### src/hw/sfr_cfg.svh
// constants of the special function status and reset register bank
// assumes the includer sits behind an already decoded byte-wide register port
`ifndef SFR_CFG_SVH
`define SFR_CFG_SVH

`define SFR_ADDR_SPECIAL  8'h10
`define SFR_ADDR_RSV_LO   8'h0a
`define SFR_ADDR_RSV_HI   8'h0f
`define SFR_CMD_RESET     8'h5a
`define SFR_RD_IDLE       8'h00
`define SFR_BIT_BUSY      5
`define SFR_BIT_VALID     4
`define SFR_BIT_DLL       0
`define SFR_STATUS_FIXED  8'h04
`define SFR_ROM_LOAD_CYCLES 64

`endif

### src/hw/sfr_pkg.sv
// types shared by the status bank and its rom load sequencer
// assumes sfr_cfg.svh is on the include path
package sfr_pkg;

  // gray along load -> check -> done
  typedef enum logic [1:0] {
    SFR_LD_LOAD  = 2'b00,
    SFR_LD_CHECK = 2'b01,
    SFR_LD_DONE  = 2'b11
  } sfr_ld_state_t;

  typedef struct packed {
    sfr_ld_state_t state;
    logic [15:0]   cnt;
    logic          busy;
    logic          valid;
  } sfr_ld_st_t;

  typedef struct packed {
    logic [7:0] rdata;
    logic       rd_valid;
    logic       soft_reset;
    logic       busy;
    logic       valid;
    logic       dll;
  } sfr_top_st_t;

endpackage : sfr_pkg

### src/hw/sfr_load_if.sv
// handshake between the status bank and the rom load sequencer
// assumes both ends run on the same control clock
`timescale 1ns/100ps
interface sfr_load_if;
  logic start;
  logic busy;
  logic valid;

  modport ctrl (output start, input busy, input valid);
  modport ldr  (input start, output busy, output valid);
endinterface : sfr_load_if

### src/hw/sfr_rom_loader.sv
// rom configuration load sequencer with checksum verdict
// assumes chk_ok is the checksum result, stable in the check cycle
`timescale 1ns/100ps
`include "sfr_cfg.svh"
module sfr_rom_loader #(
  parameter int unsigned LOAD_CYCLES = `SFR_ROM_LOAD_CYCLES
) (
  input  wire logic mclk,
  input  wire logic resetn,
  input  wire logic chk_ok,
  sfr_load_if.ldr   lif
);
  import sfr_pkg::*;

  // counter is 16 bits wide
  if (LOAD_CYCLES < 1 || LOAD_CYCLES > 65536)
  begin : g_bad_cycles
    $error("sfr_rom_loader: LOAD_CYCLES out of range");
  end

  sfr_ld_st_t st_r;
  sfr_ld_st_t st_nxt;

  // load sequence; a start restarts it from any state
  always_comb
  begin
    st_nxt = st_r;
    case (st_r.state)
      SFR_LD_LOAD:
      begin
        if (st_r.cnt == 16'(LOAD_CYCLES - 1))
          st_nxt.state = SFR_LD_CHECK;
        else
          st_nxt.cnt = st_r.cnt + 16'h0001;
      end
      SFR_LD_CHECK:
      begin
        st_nxt.busy  = 1'b0;
        st_nxt.valid = chk_ok;
        st_nxt.state = SFR_LD_DONE;
      end
      SFR_LD_DONE:
        st_nxt = st_r;
      default:
        st_nxt.state = SFR_LD_DONE;
    endcase
    if (lif.start)
    begin
      st_nxt.state = SFR_LD_LOAD;
      st_nxt.cnt   = 16'h0000;
      st_nxt.busy  = 1'b1;
      st_nxt.valid = 1'b0;
    end
  end

  // power-up behaves as a load request
  always_ff @(posedge mclk)
  begin
    if (!resetn)
      st_r <= '{state: SFR_LD_LOAD, cnt: 16'h0000, busy: 1'b1, valid: 1'b0};
    else
      st_r <= st_nxt;
  end

  assign lif.busy  = st_r.busy;
  assign lif.valid = st_r.valid;
endmodule : sfr_rom_loader

### src/hw/sfr_status_bank.sv
// special function register at 10h and reserved range 0Ah..0Fh
// assumes a decoded byte register port; other addresses belong to other banks
`timescale 1ns/100ps
`include "sfr_cfg.svh"
module sfr_status_bank #(
  parameter int unsigned LOAD_CYCLES = `SFR_ROM_LOAD_CYCLES
) (
  input  wire logic       mclk,
  input  wire logic       resetn,
  input  wire logic       reg_wr,
  input  wire logic       reg_rd,
  input  wire logic [7:0] reg_addr,
  input  wire logic [7:0] reg_wdata,
  output logic      [7:0] reg_rdata,
  output logic            reg_rd_valid,
  input  wire logic       rom_chk_ok,
  input  wire logic       dll_lock_in,
  output logic            soft_reset,
  output logic            rom_busy,
  output logic            regs_valid,
  output logic            dll_locked
);
  import sfr_pkg::*;

  sfr_top_st_t st_r;
  sfr_top_st_t st_nxt;
  sfr_load_if  lif ();
  logic        hit_sfr;
  logic        hit_rsv;
  logic [7:0]  status;

  sfr_rom_loader #(
    .LOAD_CYCLES (LOAD_CYCLES)
  ) u_loader (
    .mclk   (mclk),
    .resetn (resetn),
    .chk_ok (rom_chk_ok),
    .lif    (lif.ldr)
  );

  // address decode; reserved range is decoded only to be sure it stays inert
  assign hit_sfr = (reg_addr == `SFR_ADDR_SPECIAL);
  assign hit_rsv = (reg_addr >= `SFR_ADDR_RSV_LO) && (reg_addr <= `SFR_ADDR_RSV_HI);

  // status byte built from registered flags so a read is glitch free
  always_comb
  begin
    status                = `SFR_STATUS_FIXED;
    status[`SFR_BIT_BUSY]  = st_r.busy;
    status[`SFR_BIT_VALID] = st_r.valid;
    status[`SFR_BIT_DLL]   = st_r.dll;
  end

  // register port and flag capture
  always_comb
  begin
    st_nxt          = st_r;
    st_nxt.rd_valid = reg_rd;
    if (reg_rd)
      st_nxt.rdata = hit_sfr ? status : `SFR_RD_IDLE;
    // any value but the command is dropped: it must never reach the rom
    st_nxt.soft_reset = reg_wr && hit_sfr && (reg_wdata == `SFR_CMD_RESET);
    st_nxt.busy  = lif.busy;
    st_nxt.valid = lif.valid;
    st_nxt.dll   = dll_lock_in;
  end

  always_ff @(posedge mclk)
  begin
    if (!resetn)
      st_r <= '{rdata: 8'h00, rd_valid: 1'b0, soft_reset: 1'b0, busy: 1'b1, valid: 1'b0, dll: 1'b0};
    else
      st_r <= st_nxt;
  end

  // soft reset pulse also kicks the rom reload
  assign lif.start    = st_r.soft_reset;
  assign reg_rdata    = st_r.rdata;
  assign reg_rd_valid = st_r.rd_valid;
  assign soft_reset   = st_r.soft_reset;
  assign rom_busy     = st_r.busy;
  assign regs_valid   = st_r.valid;
  assign dll_locked   = st_r.dll;
endmodule : sfr_status_bank

### config.mk
export PLATFORM = sky130hd
export DESIGN_NAME = sfr_status_bank
export DESIGN_NICKNAME = d
export VERILOG_FILES = /design/src/hw/sfr_pkg.sv /design/src/hw/sfr_load_if.sv /design/src/hw/sfr_rom_loader.sv /design/src/hw/sfr_status_bank.sv
export VERILOG_INCLUDE_DIRS = /design/src /design/src/hw
export SDC_FILE = /design/constraint.sdc
export NUM_CORES = 1
export LEC_CHECK = 0
export BUFFER_PORTS_ARGS = -buffer_cell sky130_fd_sc_hd__buf_2
export CORE_MARGIN = 3
export CORE_UTILIZATION = 50
export CTS_BUF_LIST = sky130_fd_sc_hd__clkbuf_4 sky130_fd_sc_hd__clkbuf_8 sky130_fd_sc_hd__clkbuf_16
export DETAILED_ROUTE_END_ITERATION = 10
export PLACE_DENSITY = 0.78
export SYNTH_ARGS = -nofsm -noshare
export SYNTH_HDL_FRONTEND = slang
export SYNTH_SLANG_ARGS = --single-unit
### constraint.sdc
create_clock -name mclk -period 1.92 [get_ports mclk]
set_input_delay 0 -clock mclk [delete_from_list [all_inputs] [get_ports mclk]]
set_output_delay 0 -clock mclk [all_outputs]
set_load 0.01 [all_outputs]
Word level (Yosys, flattened, before mapping):

Index checks and enable logic that the tools add are counted.

* register bits: 33
* bits of input ports: 22
* output and inout bits: 13

* add/sub/neg operators: 1
* equal/unequal tests: 6
* multiplexer cells: 3
* bitwise operators: 3
* reduce and logical (&&, ||, !) cells: 6

Operator list (count)
* $add 16x1->16 const B: 1
* $eq 16x6->1 const B: 1
* $eq 8x5->1 const B: 1
* $eq 8x7->1 const B: 1
* $mux 6: 1
* $pmux 2 s2: 1
* $reduce_and 2->1: 2
* $not 1->1: 3
* $eq 2x1->1 const B: 1
* $eq 2x2->1 const B: 1
* $logic_and 1x1->1: 2
* $logic_not 2->1: 1
* $mux 2: 1
* $ne 2x1->1 const B: 1
* $reduce_or 2->1: 1

Logic depth before layout (Yosys ltp):

* depth in word-level cells: 3
* gate-level depth with buffers: 6
* depth with buffers taken out: 5

Cells and area by module:

From an unflattened synthesis, not the netlist that was laid out.

* cell total of the unflattened synthesis: 153
* area total of the unflattened synthesis: 1377.6 um^2

By module, submodules not included
* sfr_rom_loader: times used 1, cells each 115, area an instance 978.4 um^2
* sfr_status_bank: times used 1, cells each 38, area an instance 399.1 um^2

Least setup slack after synthesis:

No wires, ideal clock.

* kind: reg2reg
* from: register u_loader.st_r[2] (netlist name)
* to: register u_loader.st_r[14] (netlist name)
* arrival: 1.494 ns
* data required time: 1.850 ns
* slack: 0.357 ns
* stages on the path, launching flop included: 6
* clock period less this slack: 1.563 ns
* cell sequence: dfxtp_1 -> ha_1 -> nor3b_1 -> nand4_1 -> or3_1 -> a21oi_1

* longest elaborated chain between the ends: 3
* elaborated cells between the ends (all ways): 4

RTL lines
* from (decl): RTL line sfr_rom_loader.sv:21 `sfr_ld_st_t st_r;`
* from (signal assigned): RTL line sfr_rom_loader.sv:60 `st_r <= '{state: SFR_LD_LOAD, cnt: 16'h0000, busy: 1'b1, valid: 1'b0};`
* from (signal assigned): RTL line sfr_rom_loader.sv:62 `st_r <= st_nxt;`
* branches (longest 3 deep; another with $add 16x1->16)

Parallel ways; which one is timed is not known.
A chain may end at the register's enable or synchronous reset.

==> impl_metrics.prom <==
# TYPE chip_impl_metric gauge
chip_impl_info{name="run_status",value="complete, no violations"} 1
chip_impl_metric{name="synth_seq_area_share",unit=""} 0.444
chip_impl_metric{name="synth.distinct_cells",unit=""} 39
chip_impl_metric{name="number_of_buffers_added_by_the_clock_tree_synthesis_step",unit=""} 5
chip_impl_metric{name="num-fill-cells",unit=""} 201
chip_impl_metric{name="clk_transition_reported_paths",unit="ps"} 90
chip_impl_info{name="worst_path_most_repeated_cell",value="dlygate4sd3_1"} 1
chip_impl_info{name="tritoncts_clock_tree",value="yes"} 1
chip_impl_metric{name="place_worst_setup_slack",unit="ps"} 207
chip_impl_metric{name="drt_drc_violations_left",unit=""} 0
chip_impl_metric{name="setup_slack",unit="ps"} 115
chip_impl_metric{name="place_congestion",unit=""} 0.857
chip_impl_metric{name="worstSetupPathDepth",unit=""} 6
chip_impl_metric{name="routed-via-count",unit=""} 1218
chip_impl_metric{name="power.density_cell_area",unit="mW/mm²"} 718
chip_impl_info{name="cts_root_buf",value="clkbuf_4"} 1
chip_impl_metric{name="route.final.wire_length",unit="mm"} 2.94
chip_impl_metric{name="ys_async_sr_fraction",unit=""} 0
chip_impl_info{name="final_cell_mix",value="buf_2, dfxtp_1, nand2_1, nor2_1, nand3_1"} 1
chip_impl_info{name="critPathSlowestCell",value="dlygate4sd3_1"} 1
chip_impl_metric{name="finalWorstPathRequiredPeriod",unit="ps"} 1800
chip_impl_metric{name="p_leak",unit="nW"} 0.659
chip_impl_metric{name="dr.pass1.iters",unit=""} 4
chip_impl_metric{name="setup_viol",unit=""} 0
chip_impl_info{name="setup.worst_path.end_class",value="flip-flop"} 1
chip_impl_metric{name="drv_slew",unit=""} 0
chip_impl_metric{name="placed_cells",unit=""} 198
chip_impl_metric{name="synthesis.yosys.warnings",unit=""} 0
chip_impl_metric{name="floorplan.io_pins",unit=""} 35
chip_impl_info{name="r2r_start",value="u_loader.st_r[2]$_SDFFE_PP0P_"} 1
chip_impl_info{name="layout.cells.most_common",value="buf_2"} 1
chip_impl_metric{name="skew_pair_late_insertion_delay",unit="ps"} 320
chip_impl_metric{name="pwr-share-seq",unit=""} 0.574
chip_impl_info{name="setup.worst_path.start_class",value="primary input"} 1
chip_impl_metric{name="final-instance-count-excl-fill",unit=""} 213
chip_impl_metric{name="antenna-diode-count",unit=""} 0
chip_impl_metric{name="power.ir.vdd_worst",unit="mV"} 0.613
chip_impl_metric{name="postLayoutCellArea",unit="mm²"} 0.00158
chip_impl_metric{name="routedLengthMet1",unit="mm"} 1.18
chip_impl_metric{name="power.total",unit="mW"} 1.13
chip_impl_metric{name="p_int",unit="mW"} 0.842
chip_impl_metric{name="worst_ep_arrival_time",unit="ps"} 2080
chip_impl_info{name="top_layer",value="met4"} 1
chip_impl_info{name="r2r_end",value="u_loader.st_r[7]$_SDFFE_PP0P_"} 1
chip_impl_metric{name="floorplan.initialDensity",unit=""} 0.558
chip_impl_metric{name="postSynthRegisterBits",unit=""} 29
chip_impl_metric{name="timing.critical_path.fanout_max",unit=""} 11
chip_impl_metric{name="comb_power_share",unit=""} 0.110
chip_impl_metric{name="cts.sink_count",unit=""} 29
chip_impl_metric{name="timing.critical_path.required",unit="ps"} 2190
chip_impl_metric{name="synth_edf_count",unit=""} 0
chip_impl_metric{name="rows",unit=""} 17
chip_impl_metric{name="pwr-share-clk",unit=""} 0.316
chip_impl_metric{name="1st_iter_drt_viols",unit=""} 41
chip_impl_metric{name="via_per_inst",unit=""} 5.72
chip_impl_metric{name="first_global_vias",unit=""} 1172
chip_impl_metric{name="detailroute.wirelength.met3",unit="µm"} 200
chip_impl_metric{name="fin_setup_tns",unit="ps"} 0
chip_impl_metric{name="dpl-instance-area",unit="mm²"} 0.00145
chip_impl_metric{name="drt.antenna.violating_nets",unit=""} 0
chip_impl_metric{name="mappedNetlistArea",unit="mm²"} 0.00131
chip_impl_metric{name="timing.max_cap.violations",unit=""} 0
chip_impl_metric{name="detailedPlacementHpwl",unit="mm"} 2.11
chip_impl_metric{name="swShare",unit=""} 0.255
chip_impl_metric{name="number_of_antenna_violations_at_the_first_check_in_global_routing",unit=""} 0
chip_impl_metric{name="cts_post_setup_buffers_inserted",unit=""} 0
chip_impl_metric{name="detailroute.wirelength.met2",unit="mm"} 1.48
chip_impl_metric{name="critPathMaxStageDelay",unit="ps"} 570
chip_impl_metric{name="global_route.overflow_total",unit=""} 0
chip_impl_info{name="grt_setup_unrepaired",value="no"} 1
chip_impl_metric{name="portBuffers",unit=""} 30
chip_impl_metric{name="clk_path_buf_depth",unit=""} 2
chip_impl_info{name="critPathLaunch",value="resetn"} 1
chip_impl_info{name="critPathKind",value="primary input to flip-flop"} 1
chip_impl_metric{name="fp.dieW",unit="µm"} 57.1
chip_impl_metric{name="layout.area.seq",unit="µm²"} 581
chip_impl_metric{name="worst-r2r-cell-count",unit=""} 5
chip_impl_metric{name="synth_area_per_cell",unit="µm²"} 8.95
chip_impl_metric{name="htreeDepth",unit=""} 2
chip_impl_info{name="hold_path.class",value="primary input to flip-flop"} 1
chip_impl_metric{name="worst_hold_slack",unit="ps"} 209
chip_impl_metric{name="final_util",unit=""} 0.673
chip_impl_metric{name="fmax",unit="MHz"} 554
chip_impl_metric{name="first_pass_grt_wire_length",unit="mm"} 4.95
chip_impl_metric{name="number_of_nets_in_the_finished_design",unit=""} 207
chip_impl_metric{name="syn2layout_area_growth",unit="%"} 20.6
chip_impl_metric{name="synthCells",unit=""} 146
chip_impl_metric{name="die_h",unit="µm"} 57.1
chip_impl_metric{name="skew",unit="ps"} 7.41
chip_impl_info{name="setup.worst_path.end",value="soft_reset$_SDFF_PN0_"} 1
chip_impl_metric{name="worst-r2r-setup-slack",unit="ps"} 280
chip_impl_metric{name="multiInputGateArea",unit="µm²"} 666
chip_impl_info{name="critical_path.cell_chain",value="dlygate4sd3_1 -> buf_2 -> nand4_1 -> dlygate4sd3_1 -> nor2_1 -> dlygate4sd3_1"} 1
chip_impl_metric{name="core_area",unit="mm²"} 0.00234
chip_impl_metric{name="fraction_of_layout_cells_with_a_size_suffix_above_1",unit=""} 0.243
chip_impl_metric{name="grt_util_all_layers",unit=""} 0.194
chip_impl_info{name="postSynth.topFlopCell",value="dfxtp_1"} 1
chip_impl_info{name="critical-path-top-delay-family",value="buffers and inverters"} 1
chip_impl_metric{name="avgRoutedWirePerCell",unit="µm"} 13.8
chip_impl_metric{name="worst_path_buffer_plus_inverter_count",unit=""} 4
chip_impl_metric{name="finalHoldViolations",unit=""} 0
chip_impl_metric{name="ratio_of_final_minimum_period_to_clock_period",unit=""} 0.940
chip_impl_metric{name="switching_power",unit="mW"} 0.288
chip_impl_metric{name="design.die.area",unit="mm²"} 0.00326
chip_impl_metric{name="maximum_number_of_pins_on_one_net_before_global_route_repair",unit=""} 16
[cell usage after synthesis, drive strengths merged, types with 2 or more instances]
library cell	count	area (µm²)
a21boi	3	22.5
a21oi	8	40.0
and2	5	31.3
and3	4	25.0
and4	3	30.0
buf	7	57.6
clkbuf	4	15.0
dfxtp	29	581
mux2i	3	30.0
nand2	11	41.3
nand2b	6	37.5
nand3	9	45.0
nand4	4	25.0
nand4b	2	17.5
nor2	10	37.5
nor2b	2	12.5
nor3b	2	15.0
nor4	3	18.8
o21ai	9	45.0
or3	6	37.5
xnor2	2	17.5
xor2	2	17.5
[state kept, by name, summed over array words and instances, names as in the netlist]
name,cells
u_loader.lif.busy,1
soft_reset,1
u_loader.lif.valid,1
rom_busy,1
u_loader.st_r,18
dll_locked,1
regs_valid,1
reg_rdata,4
reg_rd_valid,1
[logic make-up (layout without fill, tap and decap cells)]
family | Yosys count | in the layout | synth area share
xor gates and xnor gates | 4 | 4 | 0.0268
and+or+nand+nor | 74 | 74 | 0.339
DFF | 29 | 29 | 0.444
buffers and inverters | 12 | 48 | 0.0584
other | 1 | 4 | 0.00287
muxes | 3 | 3 | 0.0230
adders and majority gates | 1 | 1 | 0.00958
AOI/OAI and AO/OA | 22 | 22 | 0.0958
[worst reg2reg max path, stage by stage, from the launching register on]
cell,delay (ps)
dfxtp_1,350
ha_1,230
nor3b_1,150
and4_4,230
o311ai_0,400
o41ai_1,150
[repair_timing]
action                                 in CTS  in global routing
hold buffers                                7                  0
resized for setup                           0                  1
endpoints found under the hold margin       7                  0
setup endpoints to repair                   0                  3
[worst min-delay path by stage]
| stage | startpoint | end | depth (start not counted) |
|---|---|---|---|
| CTS | reg_addr[5] | reg_rdata[5]$_SDFFE_PN0P_ | 4 |
| finish | reg_addr[5] | reg_rdata[4]$_SDFFE_PN0P_ | 4 |
| floorplan | dll_lock_in | dll_locked$_SDFF_PN0_ | 1 |
| global route | reg_addr[5] | reg_rdata[5]$_SDFFE_PN0P_ | 4 |
| global placement | dll_lock_in | dll_locked$_SDFF_PN0_ | 2 |
| detailed placement | dll_lock_in | dll_locked$_SDFF_PN0_ | 2 |
[power groups by stage]
stage	clock [mW]	sequential (mW)	combinational, mW
2_1_floorplan	0	0.657	0.0768
3_3_place_gp	0	0.658	0.111
3_5_place_dp	0	0.662	0.115
4_1_cts	0.368	0.648	0.123
5_1_grt	0.393	0.653	0.139
6_report	0.357	0.649	0.125
[per-layer routing]
metal	vias up	track usage
met3	10	0.0520
li1	588	-
met2	43	0.328
met5	-	0
met1	577	0.220
met4	0	0.113
[layout make-up]
type	count	area share
Clock inverter	2	0.00635
Sequential cell	29	0.369
Timing Repair Buffer	39	0.149
Clock buffer	6	0.0286
Inverter	1	0.00238
Multi-Input combinational cell	108	0.423
Tap cell	28	0.0222
(Power assumes the default switching activity.)
